## config.mk

```make
export PLATFORM = sky130hd
export DESIGN_NAME = sac_ctrl
export DESIGN_NICKNAME = d
export VERILOG_FILES = /design/src/design/sac_pkg.sv /design/src/design/sac_ctrl.sv
export SDC_FILE = /design/constraint.sdc
export NUM_CORES = 1
export LEC_CHECK = 0
export ABC_AREA = 1
export ABC_CLOCK_PERIOD_IN_PS = 3300
export BUFFER_PORTS_ARGS = -buffer_cell sky130_fd_sc_hd__buf_2
export CAP_MARGIN = 20
export CORE_ASPECT_RATIO = 1.4
export CORE_MARGIN = 2
export CORE_UTILIZATION = 30
export DETAILED_ROUTE_END_ITERATION = 8
export PLACE_DENSITY = 0.55
export SYNTH_ARGS = -nofsm -noshare
export SYNTH_HDL_FRONTEND = slang
export SYNTH_SLANG_ARGS = --single-unit
```

## constraint.sdc

```tcl
create_clock -name clk -period 3.3 [get_ports clk]
set_clock_uncertainty 0.15 [all_clocks]
set_input_delay 0.66 -clock clk [delete_from_list [all_inputs] [get_ports clk]]
set_output_delay 0.66 -clock clk [all_outputs]
set_load 0.1 [all_outputs]
```

## src/design/sac_pkg.sv

```systemverilog
// ==========================================================
// converter control constants
package sac_pkg;

  // special register addresses
  localparam logic [7:0] SAC_ADDR_TRACK   = 8'hBA;
  localparam logic [7:0] SAC_ADDR_MUX     = 8'hBB;
  localparam logic [7:0] SAC_ADDR_CFG     = 8'hBC;
  localparam logic [7:0] SAC_ADDR_RES_LO  = 8'hBD;
  localparam logic [7:0] SAC_ADDR_RES_HI  = 8'hBE;
  localparam logic [7:0] SAC_ADDR_GAIN_LO = 8'hC1;
  localparam logic [7:0] SAC_ADDR_GAIN_HI = 8'hC2;
  localparam logic [7:0] SAC_ADDR_GT_LO   = 8'hC3;
  localparam logic [7:0] SAC_ADDR_GT_HI   = 8'hC4;
  localparam logic [7:0] SAC_ADDR_LT_LO   = 8'hC5;
  localparam logic [7:0] SAC_ADDR_LT_HI   = 8'hC6;
  localparam logic [7:0] SAC_ADDR_CTRL    = 8'hE8;
  localparam logic [7:0] SAC_SFR_BASE     = 8'h80;

  // control register bit positions
  localparam int SAC_CTRL_EN    = 7;
  localparam int SAC_CTRL_BURST = 6;
  localparam int SAC_CTRL_DONE  = 5;
  localparam int SAC_CTRL_BUSY  = 4;
  localparam int SAC_CTRL_WIN   = 3;
  localparam int SAC_CTRL_LJST  = 2;
  localparam int SAC_CTRL_CM_HI = 1;

  // configuration register: repeat count field position
  localparam int SAC_CFG_RPT_HI = 1;

  // start sources
  localparam logic [1:0] SAC_CM_SW   = 2'h0;
  localparam logic [1:0] SAC_CM_TMR1 = 2'h1;
  localparam logic [1:0] SAC_CM_EXT  = 2'h2;
  localparam logic [1:0] SAC_CM_TMR2 = 2'h3;

  // last sample index for repeat codes 1, 4, 8, 16
  localparam logic [3:0] SAC_LAST_R1  = 4'h0;
  localparam logic [3:0] SAC_LAST_R4  = 4'h3;
  localparam logic [3:0] SAC_LAST_R8  = 4'h7;
  localparam logic [3:0] SAC_LAST_R16 = 4'hF;

  // values after reset
  localparam logic [7:0] SAC_RST_BYTE    = 8'h00;
  localparam logic [7:0] SAC_RST_GAIN_LO = 8'h00;
  localparam logic [4:0] SAC_RST_GAIN_HI = 5'h10;
  localparam logic [7:0] SAC_RST_LT      = 8'h00;
  localparam logic [7:0] SAC_RST_GT      = 8'hFF;

  typedef enum logic {SAC_ST_IDLE, SAC_ST_RUN} sac_state_e;

endpackage

```

## src/design/sac_ctrl.sv

```systemverilog
`timescale 1ns/1ps
module sac_ctrl #(
  parameter int CODE_W = 12
) (
  // clock, reset, freeze
  input  wire logic             clk,
  input  wire logic             rstn,
  input  wire logic             ce,
  // special register port
  input  wire logic [7:0]       sfr_addr,
  input  wire logic             sfr_wr_en,
  input  wire logic             sfr_rd_en,
  input  wire logic             sfr_bit_en,
  input  wire logic [2:0]       sfr_bit_idx,
  input  wire logic [7:0]       sfr_wdata,
  output logic      [7:0]       sfr_rdata,
  // start sources
  input  wire logic             tmr1_ovf,
  input  wire logic             tmr2_ovf,
  input  wire logic             ext_start_input,
  // converter core
  input  wire logic             sample_valid,
  input  wire logic [CODE_W-1:0] sample_code,
  output logic                  conv_start,
  output logic                  conv_power,
  // analog configuration
  output logic      [7:0]       analog_input_mux,
  output logic      [7:0]       track_cfg,
  output logic      [12:0]      gain_code,
  // flags
  output logic                  conv_done_flag,
  output logic                  window_match_flag
);
  import sac_pkg::*;

  localparam int ACC_W = CODE_W + 4;

  // ==========================================================
  // elaboration check
  generate
    if (CODE_W != 12) begin : g_bad_width
      $error("sac_ctrl supports only a 12-bit code");
    end
  endgenerate

  // ==========================================================
  // state
  sac_state_e        state_q, state_d;
  logic              en_q, burst_q, ljst_q;
  logic [1:0]        cm_q;
  logic              done_q, done_d, win_q, win_d;
  logic [7:0]        cfg_q, mux_q, trk_q;
  logic [7:0]        gtl_q, gth_q, ltl_q, lth_q, gain_lo_q;
  logic [4:0]        gain_hi_q;
  logic [ACC_W-1:0]  acc_q, acc_sum;
  logic [3:0]        cnt_q, last_idx;
  logic [15:0]       res_q, fmt;
  logic              start_q, power_q, ext_prev_q;
  logic [7:0]        rdata_q, rd_d;

  // ==========================================================
  // access decode
  logic       in_space, bit_ok, wr_ctrl, sw_start, trig, last_hit, win_hit;
  logic [7:0] ctrl_rd, ctrl_w;
  logic [15:0] gt_v, lt_v;

  assign in_space = sfr_addr >= SAC_SFR_BASE;
  assign bit_ok   = sfr_bit_en && in_space && (sfr_addr[2:0] == 3'h0);

  // live view of the control register
  assign ctrl_rd = {en_q, burst_q, done_q, (state_q == SAC_ST_RUN), win_q, ljst_q, cm_q};

  // byte write wins over bit write in the same cycle
  always_comb begin
    ctrl_w = ctrl_rd;
    if (sfr_wr_en) begin
      ctrl_w = sfr_wdata;
    end else begin
      ctrl_w[sfr_bit_idx] = sfr_wdata[0];
    end
  end

  assign wr_ctrl  = ce && (sfr_addr == SAC_ADDR_CTRL) && (sfr_wr_en || bit_ok);
  assign sw_start = wr_ctrl && ctrl_w[SAC_CTRL_BUSY] && !ctrl_rd[SAC_CTRL_BUSY];

  // ==========================================================
  // trigger selection
  always_comb begin
    unique case (cm_q)
      SAC_CM_SW:   trig = sw_start && (ctrl_w[SAC_CTRL_CM_HI:0] == SAC_CM_SW);
      SAC_CM_TMR1: trig = tmr1_ovf;
      SAC_CM_EXT:  trig = ext_start_input && !ext_prev_q;
      SAC_CM_TMR2: trig = tmr2_ovf;
    endcase
  end

  // repeat count decode
  always_comb begin
    unique case (cfg_q[SAC_CFG_RPT_HI:0])
      2'h0:    last_idx = SAC_LAST_R1;
      2'h1:    last_idx = SAC_LAST_R4;
      2'h2:    last_idx = SAC_LAST_R8;
      2'h3:    last_idx = SAC_LAST_R16;
    endcase
  end

  // ==========================================================
  // accumulation and formatting
  assign acc_sum  = acc_q + {{(ACC_W-CODE_W){1'b0}}, sample_code};
  assign fmt      = ljst_q ? {acc_sum[11:0], 4'h0} : acc_sum[15:0];
  assign last_hit = (state_q == SAC_ST_RUN) && sample_valid && (cnt_q == last_idx);
  assign gt_v     = {gth_q, gtl_q};
  assign lt_v     = {lth_q, ltl_q};
  assign win_hit  = (lt_v > gt_v) ? ((fmt > gt_v) && (fmt < lt_v))
                                  : ((fmt > gt_v) || (fmt < lt_v));

  // next state of the series
  always_comb begin
    state_d = state_q;
    unique case (state_q)
      SAC_ST_IDLE: if (en_q && trig) begin
        state_d = SAC_ST_RUN;
      end
      SAC_ST_RUN: if (!en_q || last_hit) begin
        state_d = SAC_ST_IDLE;
      end
    endcase
  end

  // sticky flags, hardware set wins over software clear
  always_comb begin
    done_d = wr_ctrl ? ctrl_w[SAC_CTRL_DONE] : done_q;
    win_d  = wr_ctrl ? ctrl_w[SAC_CTRL_WIN] : win_q;
    if (state_q == SAC_ST_RUN && state_d == SAC_ST_IDLE) begin
      done_d = 1'b1;
    end
    if (last_hit && en_q && win_hit) begin
      win_d = 1'b1;
    end
  end

  // ==========================================================
  // series sequencer
  always_ff @(posedge clk or negedge rstn) begin
    if (!rstn) begin
      state_q <= SAC_ST_IDLE;
      cnt_q   <= 4'h0;
      acc_q   <= '0;
      start_q <= 1'b0;
    end else if (ce) begin
      state_q <= state_d;
      start_q <= 1'b0;
      if (state_q == SAC_ST_IDLE && state_d == SAC_ST_RUN) begin
        cnt_q   <= 4'h0;
        acc_q   <= '0;
        start_q <= 1'b1;
      end else if (state_q == SAC_ST_RUN && en_q && sample_valid && !last_hit) begin
        cnt_q   <= cnt_q + 4'h1;
        acc_q   <= acc_sum;
        start_q <= 1'b1;
      end
    end
  end

  // result latch at the end of a series only
  always_ff @(posedge clk or negedge rstn) begin
    if (!rstn) begin
      res_q <= 16'h0000;
    end else if (ce && last_hit && en_q) begin
      res_q <= fmt;
    end
  end

  // power: off when disabled, burst wakes only for the series
  always_ff @(posedge clk or negedge rstn) begin
    if (!rstn) begin
      power_q <= 1'b0;
    end else if (ce) begin
      power_q <= en_q && (!burst_q || state_d == SAC_ST_RUN);
    end
  end

  // external start edge history
  always_ff @(posedge clk or negedge rstn) begin
    if (!rstn) begin
      ext_prev_q <= 1'b0;
    end else if (ce) begin
      ext_prev_q <= ext_start_input;
    end
  end

  // ==========================================================
  // control register
  always_ff @(posedge clk or negedge rstn) begin
    if (!rstn) begin
      en_q    <= 1'b0;
      burst_q <= 1'b0;
      ljst_q  <= 1'b0;
      cm_q    <= 2'h0;
      done_q  <= 1'b0;
      win_q   <= 1'b0;
    end else if (ce) begin
      done_q <= done_d;
      win_q  <= win_d;
      if (wr_ctrl) begin
        en_q    <= ctrl_w[SAC_CTRL_EN];
        burst_q <= ctrl_w[SAC_CTRL_BURST];
        ljst_q  <= ctrl_w[SAC_CTRL_LJST];
        cm_q    <= ctrl_w[SAC_CTRL_CM_HI:0];
      end
    end
  end

  // byte-only registers
  always_ff @(posedge clk or negedge rstn) begin
    if (!rstn) begin
      cfg_q     <= SAC_RST_BYTE;
      mux_q     <= SAC_RST_BYTE;
      trk_q     <= SAC_RST_BYTE;
      gtl_q     <= SAC_RST_GT;
      gth_q     <= SAC_RST_GT;
      ltl_q     <= SAC_RST_LT;
      lth_q     <= SAC_RST_LT;
      gain_lo_q <= SAC_RST_GAIN_LO;
      gain_hi_q <= SAC_RST_GAIN_HI;
    end else if (ce && sfr_wr_en) begin
      unique case (sfr_addr)
        SAC_ADDR_CFG:     cfg_q     <= sfr_wdata;
        SAC_ADDR_MUX:     mux_q     <= sfr_wdata;
        SAC_ADDR_TRACK:   trk_q     <= sfr_wdata;
        SAC_ADDR_GT_LO:   gtl_q     <= sfr_wdata;
        SAC_ADDR_GT_HI:   gth_q     <= sfr_wdata;
        SAC_ADDR_LT_LO:   ltl_q     <= sfr_wdata;
        SAC_ADDR_LT_HI:   lth_q     <= sfr_wdata;
        SAC_ADDR_GAIN_LO: gain_lo_q <= sfr_wdata;
        SAC_ADDR_GAIN_HI: gain_hi_q <= sfr_wdata[4:0];
        default: ;
      endcase
    end
  end

  // ==========================================================
  // read path, unmapped addresses return zero
  always_comb begin
    rd_d = 8'h00;
    unique case (sfr_addr)
      SAC_ADDR_CTRL:    rd_d = ctrl_rd;
      SAC_ADDR_CFG:     rd_d = cfg_q;
      SAC_ADDR_MUX:     rd_d = mux_q;
      SAC_ADDR_TRACK:   rd_d = trk_q;
      SAC_ADDR_RES_LO:  rd_d = res_q[7:0];
      SAC_ADDR_RES_HI:  rd_d = res_q[15:8];
      SAC_ADDR_GT_LO:   rd_d = gtl_q;
      SAC_ADDR_GT_HI:   rd_d = gth_q;
      SAC_ADDR_LT_LO:   rd_d = ltl_q;
      SAC_ADDR_LT_HI:   rd_d = lth_q;
      SAC_ADDR_GAIN_LO: rd_d = gain_lo_q;
      SAC_ADDR_GAIN_HI: rd_d = {3'h0, gain_hi_q};
      default:          rd_d = 8'h00;
    endcase
  end

  always_ff @(posedge clk or negedge rstn) begin
    if (!rstn) begin
      rdata_q <= 8'h00;
    end else if (ce && sfr_rd_en) begin
      rdata_q <= rd_d;
    end
  end

  // output drive
  assign sfr_rdata         = rdata_q;
  assign conv_start        = start_q;
  assign conv_power        = power_q;
  assign analog_input_mux  = mux_q;
  assign track_cfg         = trk_q;
  assign gain_code         = {gain_hi_q, gain_lo_q};
  assign conv_done_flag    = done_q;
  assign window_match_flag = win_q;
endmodule // sac_ctrl

```

==> impl_metrics.toml, run 1 <==
[run_status]
status = "finished clean"

[floorplan]
fp.dieH_um = 197.3
num_io_pins = 82
die_area_um2 = 28020
core_um2 = 26190
num_rows = 70
start_util = 0.3057
die_w_um = 142.1

[timing]
worst_pin_slew_ns = 0.6980
fin_crit_sh = 0.9570
rsz0062_at_grt = "yes"
post-route-min-period_ns = 3.158
final_max_slew_viol_count = 0
relSlewSlack = 0.5321
whs_ns = 0.3161
max_freq_mhz = 316.6
hold_viol_final = 0
setup_viol = 0

[yosys]
ys.flop_type = "dfrtp_1"
ys.warnings.count = 0
netlist_top_cells_area = "dfrtp_1 (33%), nand2_1 (15%), ha_1 (9.4%)"
synth_top_cell_by_area = "dfrtp_1"
async_flop_share = 1.000
netlist_area_um2 = 8005
ys_seq_area_frac = 0.3903
syn_nets = 1148
synth_edf_count = 0
ys_types = 49
synth_area_per_cell_um2 = 7.653
yosysMostFrequentCell = "nand2_1"
synth_common_cells = "nand2_1 (313), inv_1 (117), dfrtp_1 (107)"
synth_cells = 1046
ys_ff_latch = 124
synth_top_area_share = 0.3345

[routing]
via_per_inst = 4.808
wl_mm = 26.16
drt_iter0_drc = 431
ant_nets = 0
num_vias = 7381
route.detailed.drc = 0
drt-pass1-iter-count = 5
wl_per_cell_um = 17.04

[placed_design]
place.gp.congestion = 0.9105
hpwl_mm = 20.70
dpl_cell_area_um2 = 9185
port_buffers = 81

[critical_path]
path_cells = "ha_4 -> fa_2 -> nand3_2 -> nand2_4 -> buf_6 -> a21oi_4 -> xor2_2 -> nand2_1 -> o21a_1 -> buf_4 -> buf_4 -> ha_1 -> nand3_1 -> nor3_1 -> nand2_1 -> nand2_1 -> nand2_1 -> nand2_1 -> a21oi_1"
cpPeakStageDelay_ns = 0.41
endpoint_kind = "flop"
worstPathArrival_ns = 3.31
crit_top_cell = "nand2_1"
cp_slowest_cell = "dfrtp_1"
cp-start-kind = "flop"
cp.buffers_inverters = 3
required_ns = 3.45
critPathMaxFanout = 3
cpLargestDelayFamily = "adder cells"
crit_type = "flop to flop"

[clocking]
cts_tree = "yes"
clkTransAtPathRegs_ns = 0.06
htreeDepth = 4
cts_buffer_depth = 2
cts-root-buf = "clkbuf_16"
insertion_delay_ns = 0.43
numCtsBuffers = 17
cts.sinks = 124

[cells_and_area]
area_growth_pct = 25.88
utilization = 0.3848
finish.instance_area_um2 = 10080
drive_above_1_share = 0.2510
nNetsFinal = 1300
regArea_um2 = 3124
nFillCells = 2742
multi_input_area_um2 = 4516
antennaDiodeCount = 0

[grt]
antenna_found_initial = 0
grt_pass1_wl_mm = 41.23
grt_pass1_vias = 7408
grt_max_degree = 56
overflow = 0
grt_use_total = 0.1950

[run]
cap_violations = 0

[pwr]
irDropWorstVdd_mv = 0.3020
p_leak_nw = 4.970
powerDensity_nw_per_um2 = 389.8

[hold_path]
hp-class = "input port to flop"
==> metal layers <==
layer / part of all wire / global-route usage / vias up
li1: - / - / 3744
met1: 0.41 / 0.2288 / 3460
met2: 0.53 / 0.3525 / 141
met3: 0.031 / 0.02933 / 36
met4: 0.032 / 0.07963 / 0
met5: 0 / 0 / -
==> worst register-to-register path, cell delays in order, from the launching register on <==
cell and delay [ns]:
dfrtp_1 0.41, ha_4 0.18, fa_2 0.39, nand3_2 0.09, nand2_4 0.07, buf_6 0.13
a21oi_4 0.16, xor2_2 0.20, nand2_1 0.07, o21a_1 0.12, buf_4 0.13, buf_4 0.13
ha_1 0.27, nand3_1 0.11, nor3_1 0.16, nand2_1 0.07, nand2_1 0.06, nand2_1 0.04
nand2_1 0.06, a21oi_1 0.05
==> power breakdown <==
part	switching, mW	total, mW	internal [mW]	leakage [nW]
sequential	0.0243	1.58	1.55	1.60
clock	0.773	1.82	1.05	0.273
combinational	0.362	0.530	0.168	3.09
==> worst paths after layout <==
kind / startpoint / depth (start not counted) / endpoint / slack, ns
worst max-delay path: acc_q[0]$_DFFE_PN0P_ / 19 / window_match_flag$_DFFE_PN0P_ / 0.14
worst min-delay path: ext_start_input / 3 / ext_prev_q$_DFFE_PN0P_ / 0.32
worst max register to register: acc_q[0]$_DFFE_PN0P_ / 19 / window_match_flag$_DFFE_PN0P_ / 0.14
worst min register to register: sfr_rdata[6]$_DFFE_PN0P_ / 2 / sfr_rdata[6]$_DFFE_PN0P_ / 0.33
max in group asynchronous: rstn / 3 / gtl_q[6]$_DFFE_PN1P_ / 1.78
min in group asynchronous: rstn / 2 / ltl_q[5]$_DFFE_PN0P_ / 0.54
==> through the flow <==
| stage | power, mW | setup WS (ns) | instances | TNS, ns |
|---|---|---|---|---|
| CTS | 3.947 | 0.005435 | 1528 | 0 |
| global route | 4.092 | -0.05024 | 1535 | -0.05024 |
| floorplan | 1.898 | 0.04693 | 1046 | 0 |
| global placement | 2.107 | -0.4192 | 1495 | -0.4192 |
| detailed placement | 2.111 | -0.3947 | 1495 | -0.3947 |
| finish | 3.928 | 0.1418 | 1535 | 0 |
==> flip-flops by register name (all words and copies together) (netlist names) <==
name,cells
acc_q,16
analog_input_mux,8
burst_q,1
cfg_q,8
cm_q,2
cnt_q,4
conv_done_flag,1
conv_power,1
conv_start,1
en_q,1
ext_prev_q,1
gain_hi_q,5
gain_lo_q,8
gth_q,8
gtl_q,8
ljst_q,1
lth_q,8
ltl_q,8
res_q,16
sfr_rdata,8
state_q,1
track_cfg,8
window_match_flag,1
==> final cells by class <==
| type | instances | area share |
|---|---|---|
| clock inverter | 15 | 0.01353 |
| tap | 324 | 0.04023 |
| clock buffer | 17 | 0.04221 |
| timing repair buffer | 154 | 0.09672 |
| sequential | 124 | 0.3100 |
| multi-input combinational | 770 | 0.4481 |
| inverter | 131 | 0.04917 |
==> placed cells by master (no fill, tap or decap), drive strengths merged, types with 4 or more instances in the layout <==
cell type  count
a21o           4
a21oi         44
buf          153
clkbuf        17
clkinv         7
dfrtp        107
dfstp         17
ha            60
inv          135
nand2        320
nand3         66
nand4         12
nor2          62
nor3          12
o21ai        136
o22ai         19
xor2           9
==> logic make-up after synthesis <==
family,after synthesis,synth area share
mux,3,0.003751
simple gates,476,0.2651
compound gates,218,0.1529
fa+ha+maj,61,0.09628
flops,124,0.3903
buf+inv,152,0.07862
xor+xnor,12,0.01313
==> timing repair <==
action / CTS / global route
buffers inserted: 0 / 7
resized for setup: 3 / 49
cloned: 0 / 0
hold buffers: 1 / 0
setup endpoints to repair: 1 / 1
hold endpoints to repair: 14 / 0
pin swaps: 0 / 21
(Power assumes the default switching activity.)
==> run 2: changes to the inputs <==
--- a/config.mk
+++ b/config.mk
@@ -9,11 +9,13 @@
 export ABC_CLOCK_PERIOD_IN_PS = 3300
 export BUFFER_PORTS_ARGS = -buffer_cell sky130_fd_sc_hd__buf_2
 export CAP_MARGIN = 20
+export CELL_PAD_IN_SITES_DETAIL_PLACEMENT = 1
+export CELL_PAD_IN_SITES_GLOBAL_PLACEMENT = 1
 export CORE_ASPECT_RATIO = 1.4
 export CORE_MARGIN = 2
 export CORE_UTILIZATION = 30
 export DETAILED_ROUTE_END_ITERATION = 8
-export PLACE_DENSITY = 0.55
+export PLACE_DENSITY = 0.67
 export SYNTH_ARGS = -nofsm -noshare
 export SYNTH_HDL_FRONTEND = slang
 export SYNTH_SLANG_ARGS = --single-unit
==> run 2 against run 1 <==
Net effect: sequential power about the same; clock-buffer cell count did not move; final area increased by 1.5%; total power is 3.7% higher; hold slack lost 0.25 ns; die area did not move; wire length is 12% higher; clock power grew 7%; largest power group unchanged.
==> impl_metrics.toml, run 2 (synthesis results as in run 1) <==
[floorplan]
die_w_um = 142.1
fp.dieH_um = 197.3
core_um2 = 26190
num_io_pins = 82
die_area_um2 = 28020
num_rows = 70
start_util = 0.3057

[clocking]
cts-root-buf = "clkbuf_16"
htreeDepth = 4
clkTransAtPathRegs_ns = 0.07
cts_tree = "yes"
cts_hold_buf = 0
insertion_delay_ns = 0.45
cts.sinks = 124
cts_buffer_depth = 2
numCtsBuffers = 17

[hold_path]
hp-class = "input port to async pin"

[grt]
grt_use_total = 0.2132
overflow = 0
grt_max_degree = 58
grt_pass1_wl_mm = 44.91
grt_pass1_vias = 8056
antenna_found_initial = 0

[cells_and_area]
area_growth_pct = 27.71
nFillCells = 3193
final_cell_mix = "nand2_1 (303), inv_1 (115), dfrtp_1 (107), o21ai_0 (89), buf_2 (80)"
drive_above_1_share = 0.2690
nNetsFinal = 1301
finish.instance_area_um2 = 10220
final_cell_count_no_fill = 1537
top_regs = "acc_q: 16 flops, res_q: 16 flops"
final_common_cell = "nand2_1"

[placed_design]
port_buffers = 81
dp_cells = 1494
place_ws_ns = -0.5954
place.gp.congestion = 0.8763
dpl_cell_area_um2 = 9178
hpwl_mm = 22.45

[pwr]
irDropWorstVdd_mv = 0.3894
finalPower_mw = 4.073
powerDensity_nw_per_um2 = 398.4
p_leak_nw = 5.020

[critical_path]
crit_type = "flop to flop"
critPathMaxFanout = 3
crit_top_cell = "nand2_1"
cp.depth = 19
required_ns = 3.53
cpPeakStageDelay_ns = 0.43
cp.buffers_inverters = 1
cp-start-kind = "flop"
cp_slowest_cell = "dfrtp_1"
worstPathArrival_ns = 3.45
endpoint_kind = "flop"
cpLargestDelayFamily = "simple AND/OR/NAND/NOR gates"
path_cells = "ha_4 -> nand2_1 -> nor2_2 -> nand2_1 -> nand2_2 -> nand3_1 -> nand2_2 -> xor2_4 -> nand2_1 -> and2_4 -> buf_4 -> ha_1 -> a21oi_1 -> o21ai_0 -> a21oi_2 -> nand2_1 -> nand2_1 -> nand2_1 -> a21oi_2"
reg2regPathDepth = 19

[timing]
post-route-min-period_ns = 3.220
hold_viol_final = 0
relSlewSlack = 0.5332
final_max_slew_viol_count = 0
max_freq_mhz = 310.6
fin_crit_sh = 0.9757
fin_ws_ns = 0.08031
worst_pin_slew_ns = 0.6995
rsz0062_at_grt = "yes"
setup_viol = 0
whs_ns = 0.06832

[routing]
wl_mm = 29.35
num_vias = 7743
route.detailed.drc = 0
drt_iter0_drc = 340
drt-pass1-iter-count = 4
wl_per_cell_um = 19.09
ant_nets = 0
via_per_inst = 5.038

[run]
cap_violations = 0

[run_status]
status = "finished clean"
-- run 2: cell count changes in the layout (fill, tap and decap cells not counted), sizes merged --
cell | previous run | this run
dlygate4sd3 | 1 | 0
clkinv | 7 | 6
clkinvlp | 3 | 2
buf | 153 | 155
diode | 0 | 1
inv | 135 | 137
-- run 2: final timing paths --
| path | endpoint | startpoint | slack, ns |
|---|---|---|---|
| max | window_match_flag$_DFFE_PN0P_ | acc_q[6]$_DFFE_PN0P_ | 0.08 |
| min | cm_q[0]$_DFFE_PN0P_ | rstn | 0.07 |
| max reg2reg | window_match_flag$_DFFE_PN0P_ | acc_q[6]$_DFFE_PN0P_ | 0.08 |
| min reg2reg | conv_power$_DFFE_PN0P_ | conv_power$_DFFE_PN0P_ | 0.33 |
| max in group asynchronous | gtl_q[2]$_DFFE_PN1P_ | rstn | 2.12 |
| min in group clk | ext_prev_q$_DFFE_PN0P_ | ext_start_input | 0.29 |
-- run 2: what timing repair did --
item | CTS | global route
endpoints found under the setup margin | 1 | 1
resized for setup | 14 | 63
endpoints found under the hold margin | 0 | 0
pin swaps | 1 | 28
setup buffers | 1 | 9
-- run 2: power breakdown --
| group | switching, mW | internal, mW |
|---|---|---|
| Combinational | 0.380 | 0.169 |
| Sequential | 0.0247 | 1.55 |
| Clock | 0.869 | 1.08 |
-- run 2: per-layer routing --
metal,GRT usage,up-vias,part of all wire
li1,-,3752,-
met1,0.2530,3798,0.41
met2,0.3738,125,0.52
met3,0.03127,68,0.026
met4,0.1059,0,0.040
met5,0,-,0
-- run 2: cell type report --
| class | count | area, um^2 | share of cell area |
|---|---|---|---|
| diodes | 1 | 2.502 | 0.0002448 |
| clock inverters | 15 | 172.7 | 0.01689 |
| repair buffers | 155 | 975.9 | 0.09546 |
| well taps | 324 | 405.4 | 0.03965 |
| multi-input cells | 770 | 4622 | 0.4521 |
| clock buffers | 17 | 425.4 | 0.04161 |
| inverters | 131 | 495.5 | 0.04846 |
| flip-flops and latches | 124 | 3124 | 0.3056 |
-- run 2: stage by stage --
step	TNS, ns	util
final	0	0.3904
after global routing	-0.1260	0.3903
after CTS	0	0.3757
after detailed placement	-0.5954	0.3505
after global placement	-0.5105	0.3505
after floorplan	0	-
==> run 3: changes to the inputs <==
--- a/config.mk
+++ b/config.mk
@@ -5,17 +5,16 @@
 export SDC_FILE = /design/constraint.sdc
 export NUM_CORES = 1
 export LEC_CHECK = 0
-export ABC_AREA = 1
+export ABC_AREA = 0
 export ABC_CLOCK_PERIOD_IN_PS = 3300
 export BUFFER_PORTS_ARGS = -buffer_cell sky130_fd_sc_hd__buf_2
 export CAP_MARGIN = 20
 export CELL_PAD_IN_SITES_DETAIL_PLACEMENT = 1
 export CELL_PAD_IN_SITES_GLOBAL_PLACEMENT = 1
 export CORE_ASPECT_RATIO = 1.4
-export CORE_MARGIN = 2
 export CORE_UTILIZATION = 30
 export DETAILED_ROUTE_END_ITERATION = 8
-export PLACE_DENSITY = 0.67
+export PLACE_DENSITY = 0.65
 export SYNTH_ARGS = -nofsm -noshare
 export SYNTH_HDL_FRONTEND = slang
 export SYNTH_SLANG_ARGS = --single-unit
==> run 3 against run 2 <==
Net effect: the flow now finishes with violations (setup timing); via count is 7.6% lower; sequential power hardly changed; synthesized cell count fell by 22%; clock-buffer cell count up 8; total power fell by 0.13%; global-route usage is 0.53 points higher; combinational power shrank 3%; cell count down 16%; critical endpoint unchanged; largest cell class unchanged.
==> impl_metrics.toml, run 3 <==
[routing]
ant_nets = 0
wl_per_cell_um = 21.90
drt_iter0_drc = 289
route.detailed.drc = 0
via_per_inst = 5.518
wl_mm = 28.38
num_vias = 7151
drt-pass1-iter-count = 4

[clocking]
cts-root-buf = "clkbuf_16"
cts_tree = "yes"
cts.sinks = 124
clkTransAtPathRegs_ns = 0.06
htreeDepth = 4
cts_hold_buf = 0
cts_buffer_depth = 2
insertion_delay_ns = 0.43
numCtsBuffers = 17

[yosys]
ys_seq_area_frac = 0.3933
synth_top_area_share = 0.3371
synth_cells = 814
syn_nets = 916
synth_top_cell_by_area = "dfrtp_1"
synth_common_cells = "dfrtp_1 (107), mux2_2 (73), nand2_1 (71)"
yosysMostFrequentCell = "dfrtp_1"
ys_types = 77
async_flop_share = 1.000
ys_ff_latch = 124
ys.flop_type = "dfrtp_1"
synth_edf_count = 0
ys.warnings.count = 0
netlist_area_um2 = 7944
netlist_top_cells_area = "dfrtp_1 (34%), mux2_2 (10%), ha_1 (9.5%)"
synth_area_per_cell_um2 = 9.759

[floorplan]
fp.dieH_um = 194.5
die_w_um = 139.5
die_area_um2 = 27140
start_util = 0.3044
num_io_pins = 82
core_um2 = 26100
num_rows = 70

[pwr]
power.internal_mw = 2.997
p_sw_frac = 0.2631
irDropWorstVdd_mv = 0.2119
p_seq_frac = 0.390
p_comb_frac = 0.132
powerDensity_nw_per_um2 = 406.5
clkPwrFrac = 0.478
p_sw_mw = 1.070
p_leak_nw = 4.684

[timing]
relSlewSlack = 0.4406
hold_viol_final = 0
final_max_slew_viol_count = 0
fin_ws_ns = -0.6980
rsz0062_at_grt = "yes"
setup_viol = 1
post-route-min-period_ns = 3.998
fin_crit_sh = 1.212
worst_pin_slew_ns = 0.8391
max_freq_mhz = 250.1
whs_ns = 0.01519

[cells_and_area]
nNetsFinal = 1061
top_regs = "acc_q: 16 flops, res_q: 16 flops"
utilization = 0.3834
drive_above_1_share = 0.3210
final_cell_mix = "dfrtp_1 (107), buf_4 (84), buf_2 (80), mux2_2 (73), nand2_1 (71)"
area_growth_pct = 25.97
final_common_cell = "dfrtp_1"
antennaDiodeCount = 0

[hold_path]
hp-class = "input port to async pin"

[grt]
overflow = 0
antenna_found_initial = 0
grt_use_total = 0.2186
grt_pass1_vias = 7680
grt_pass1_wl_mm = 44.49
grt_max_degree = 81

[critical_path]
worstPathArrival_ns = 4.19
cpLargestDelayFamily = "simple AND/OR/NAND/NOR gates"
crit-reg2reg-capture = "window_match_flag$_DFFE_PN0P_"
crit_type = "flop to flop"
path_cells = "ha_1 -> buf_4 -> nand2_1 -> or3_1 -> o211ai_1 -> o311ai_4 -> xor2_1 -> mux2i_1 -> ha_1 -> nand4_1 -> a2111oi_0 -> or3_1 -> maj3_1 -> o31ai_2"
endpoint_kind = "flop"
required_ns = 3.49
reg2regPathDepth = 14
cpPeakStageDelay_ns = 0.40
cp.buffers_inverters = 1
rr_startpoint = "acc_q[8]$_DFFE_PN0P_"
cp-start-kind = "flop"
cp_slowest_cell = "dfrtp_1"
critPathMaxFanout = 4
reg2reg_slack_ns = -0.70

[placed_design]
hpwl_mm = 22.00
place.gp.congestion = 0.8850
place_ws_ns = -1.123
port_buffers = 81

[run]
cap_violations = 0

[run_status]
failed_checks = "setup timing"
status = "finished, violations left"
[run 3: cells by family after synthesis]
logic type | share of synthesized area
DFF | 0.3933
adders and majority gates | 0.09828
AOI/OAI and AO/OA | 0.1849
muxes | 0.1312
xor gates and xnor gates | 0.01764
buffers and inverters | 0.04048
and+or+nand+nor | 0.1342
[run 3: worst max path at each step]
stage,from,endpoint,depth (start not counted)
floorplan,sample_code[0],window_match_flag$_DFFE_PN0P_,16
global placement,sample_code[0],window_match_flag$_DFFE_PN0P_,15
detailed placement,sample_code[0],window_match_flag$_DFFE_PN0P_,15
CTS,acc_q[0]$_DFFE_PN0P_,window_match_flag$_DFFE_PN0P_,16
global route,acc_q[0]$_DFFE_PN0P_,window_match_flag$_DFFE_PN0P_,17
finish,acc_q[8]$_DFFE_PN0P_,window_match_flag$_DFFE_PN0P_,14
[run 3: per-layer routing]
layer | routed length (um) | GRT usage
met1 | 11410 | 0.2447
met2 | 14450 | 0.3888
met3 | 948 | 0.03153
met4 | 1571 | 0.1355
met5 | 0 | 0
[run 3: repair_timing]
| item | 4_1_cts | 5_1_grt |
|---|---|---|
| gates resized for setup | 9 | 8 |
| buffers inserted | 2 | 0 |
| endpoints found under the setup margin | 1 | 1 |
| hold endpoints to repair | 0 | 0 |
| pin swaps | 5 | 3 |
[run 3: per-stage QoR]
stage	setup TNS (ns)	total power, mW	cell area (um^2)	cells
after CTS	-0.7045	4.104	9942	1296
after floorplan	-0.8160	1.906	7954	814
after global placement	-1.057	2.129	9263	1262
final	-0.6980	4.068	10010	1296
after global routing	-0.9699	4.208	10010	1296
after detailed placement	-1.123	2.140	9263	1262
[run 3: final cells by class]
cell class / count / area, um^2
fill: 3009 / 16090
sequential: 124 / 3124
timing repair buffer: 167 / 1082
inverter: 42 / 157.7
clock inverter: 7 / 110.1
tap: 324 / 405.4
clock buffer: 25 / 495.5
multi-input combinational: 607 / 4632
[run 3: power by group through the flow]
stage | Clock, mW | Combinational [mW] | Sequential [mW]
after global routing | 2.04 | 0.581 | 1.59
after global placement | 0 | 0.518 | 1.61
final | 1.94 | 0.536 | 1.59
after floorplan | 0 | 0.227 | 1.68
after detailed placement | 0 | 0.527 | 1.61
after CTS | 1.98 | 0.536 | 1.59
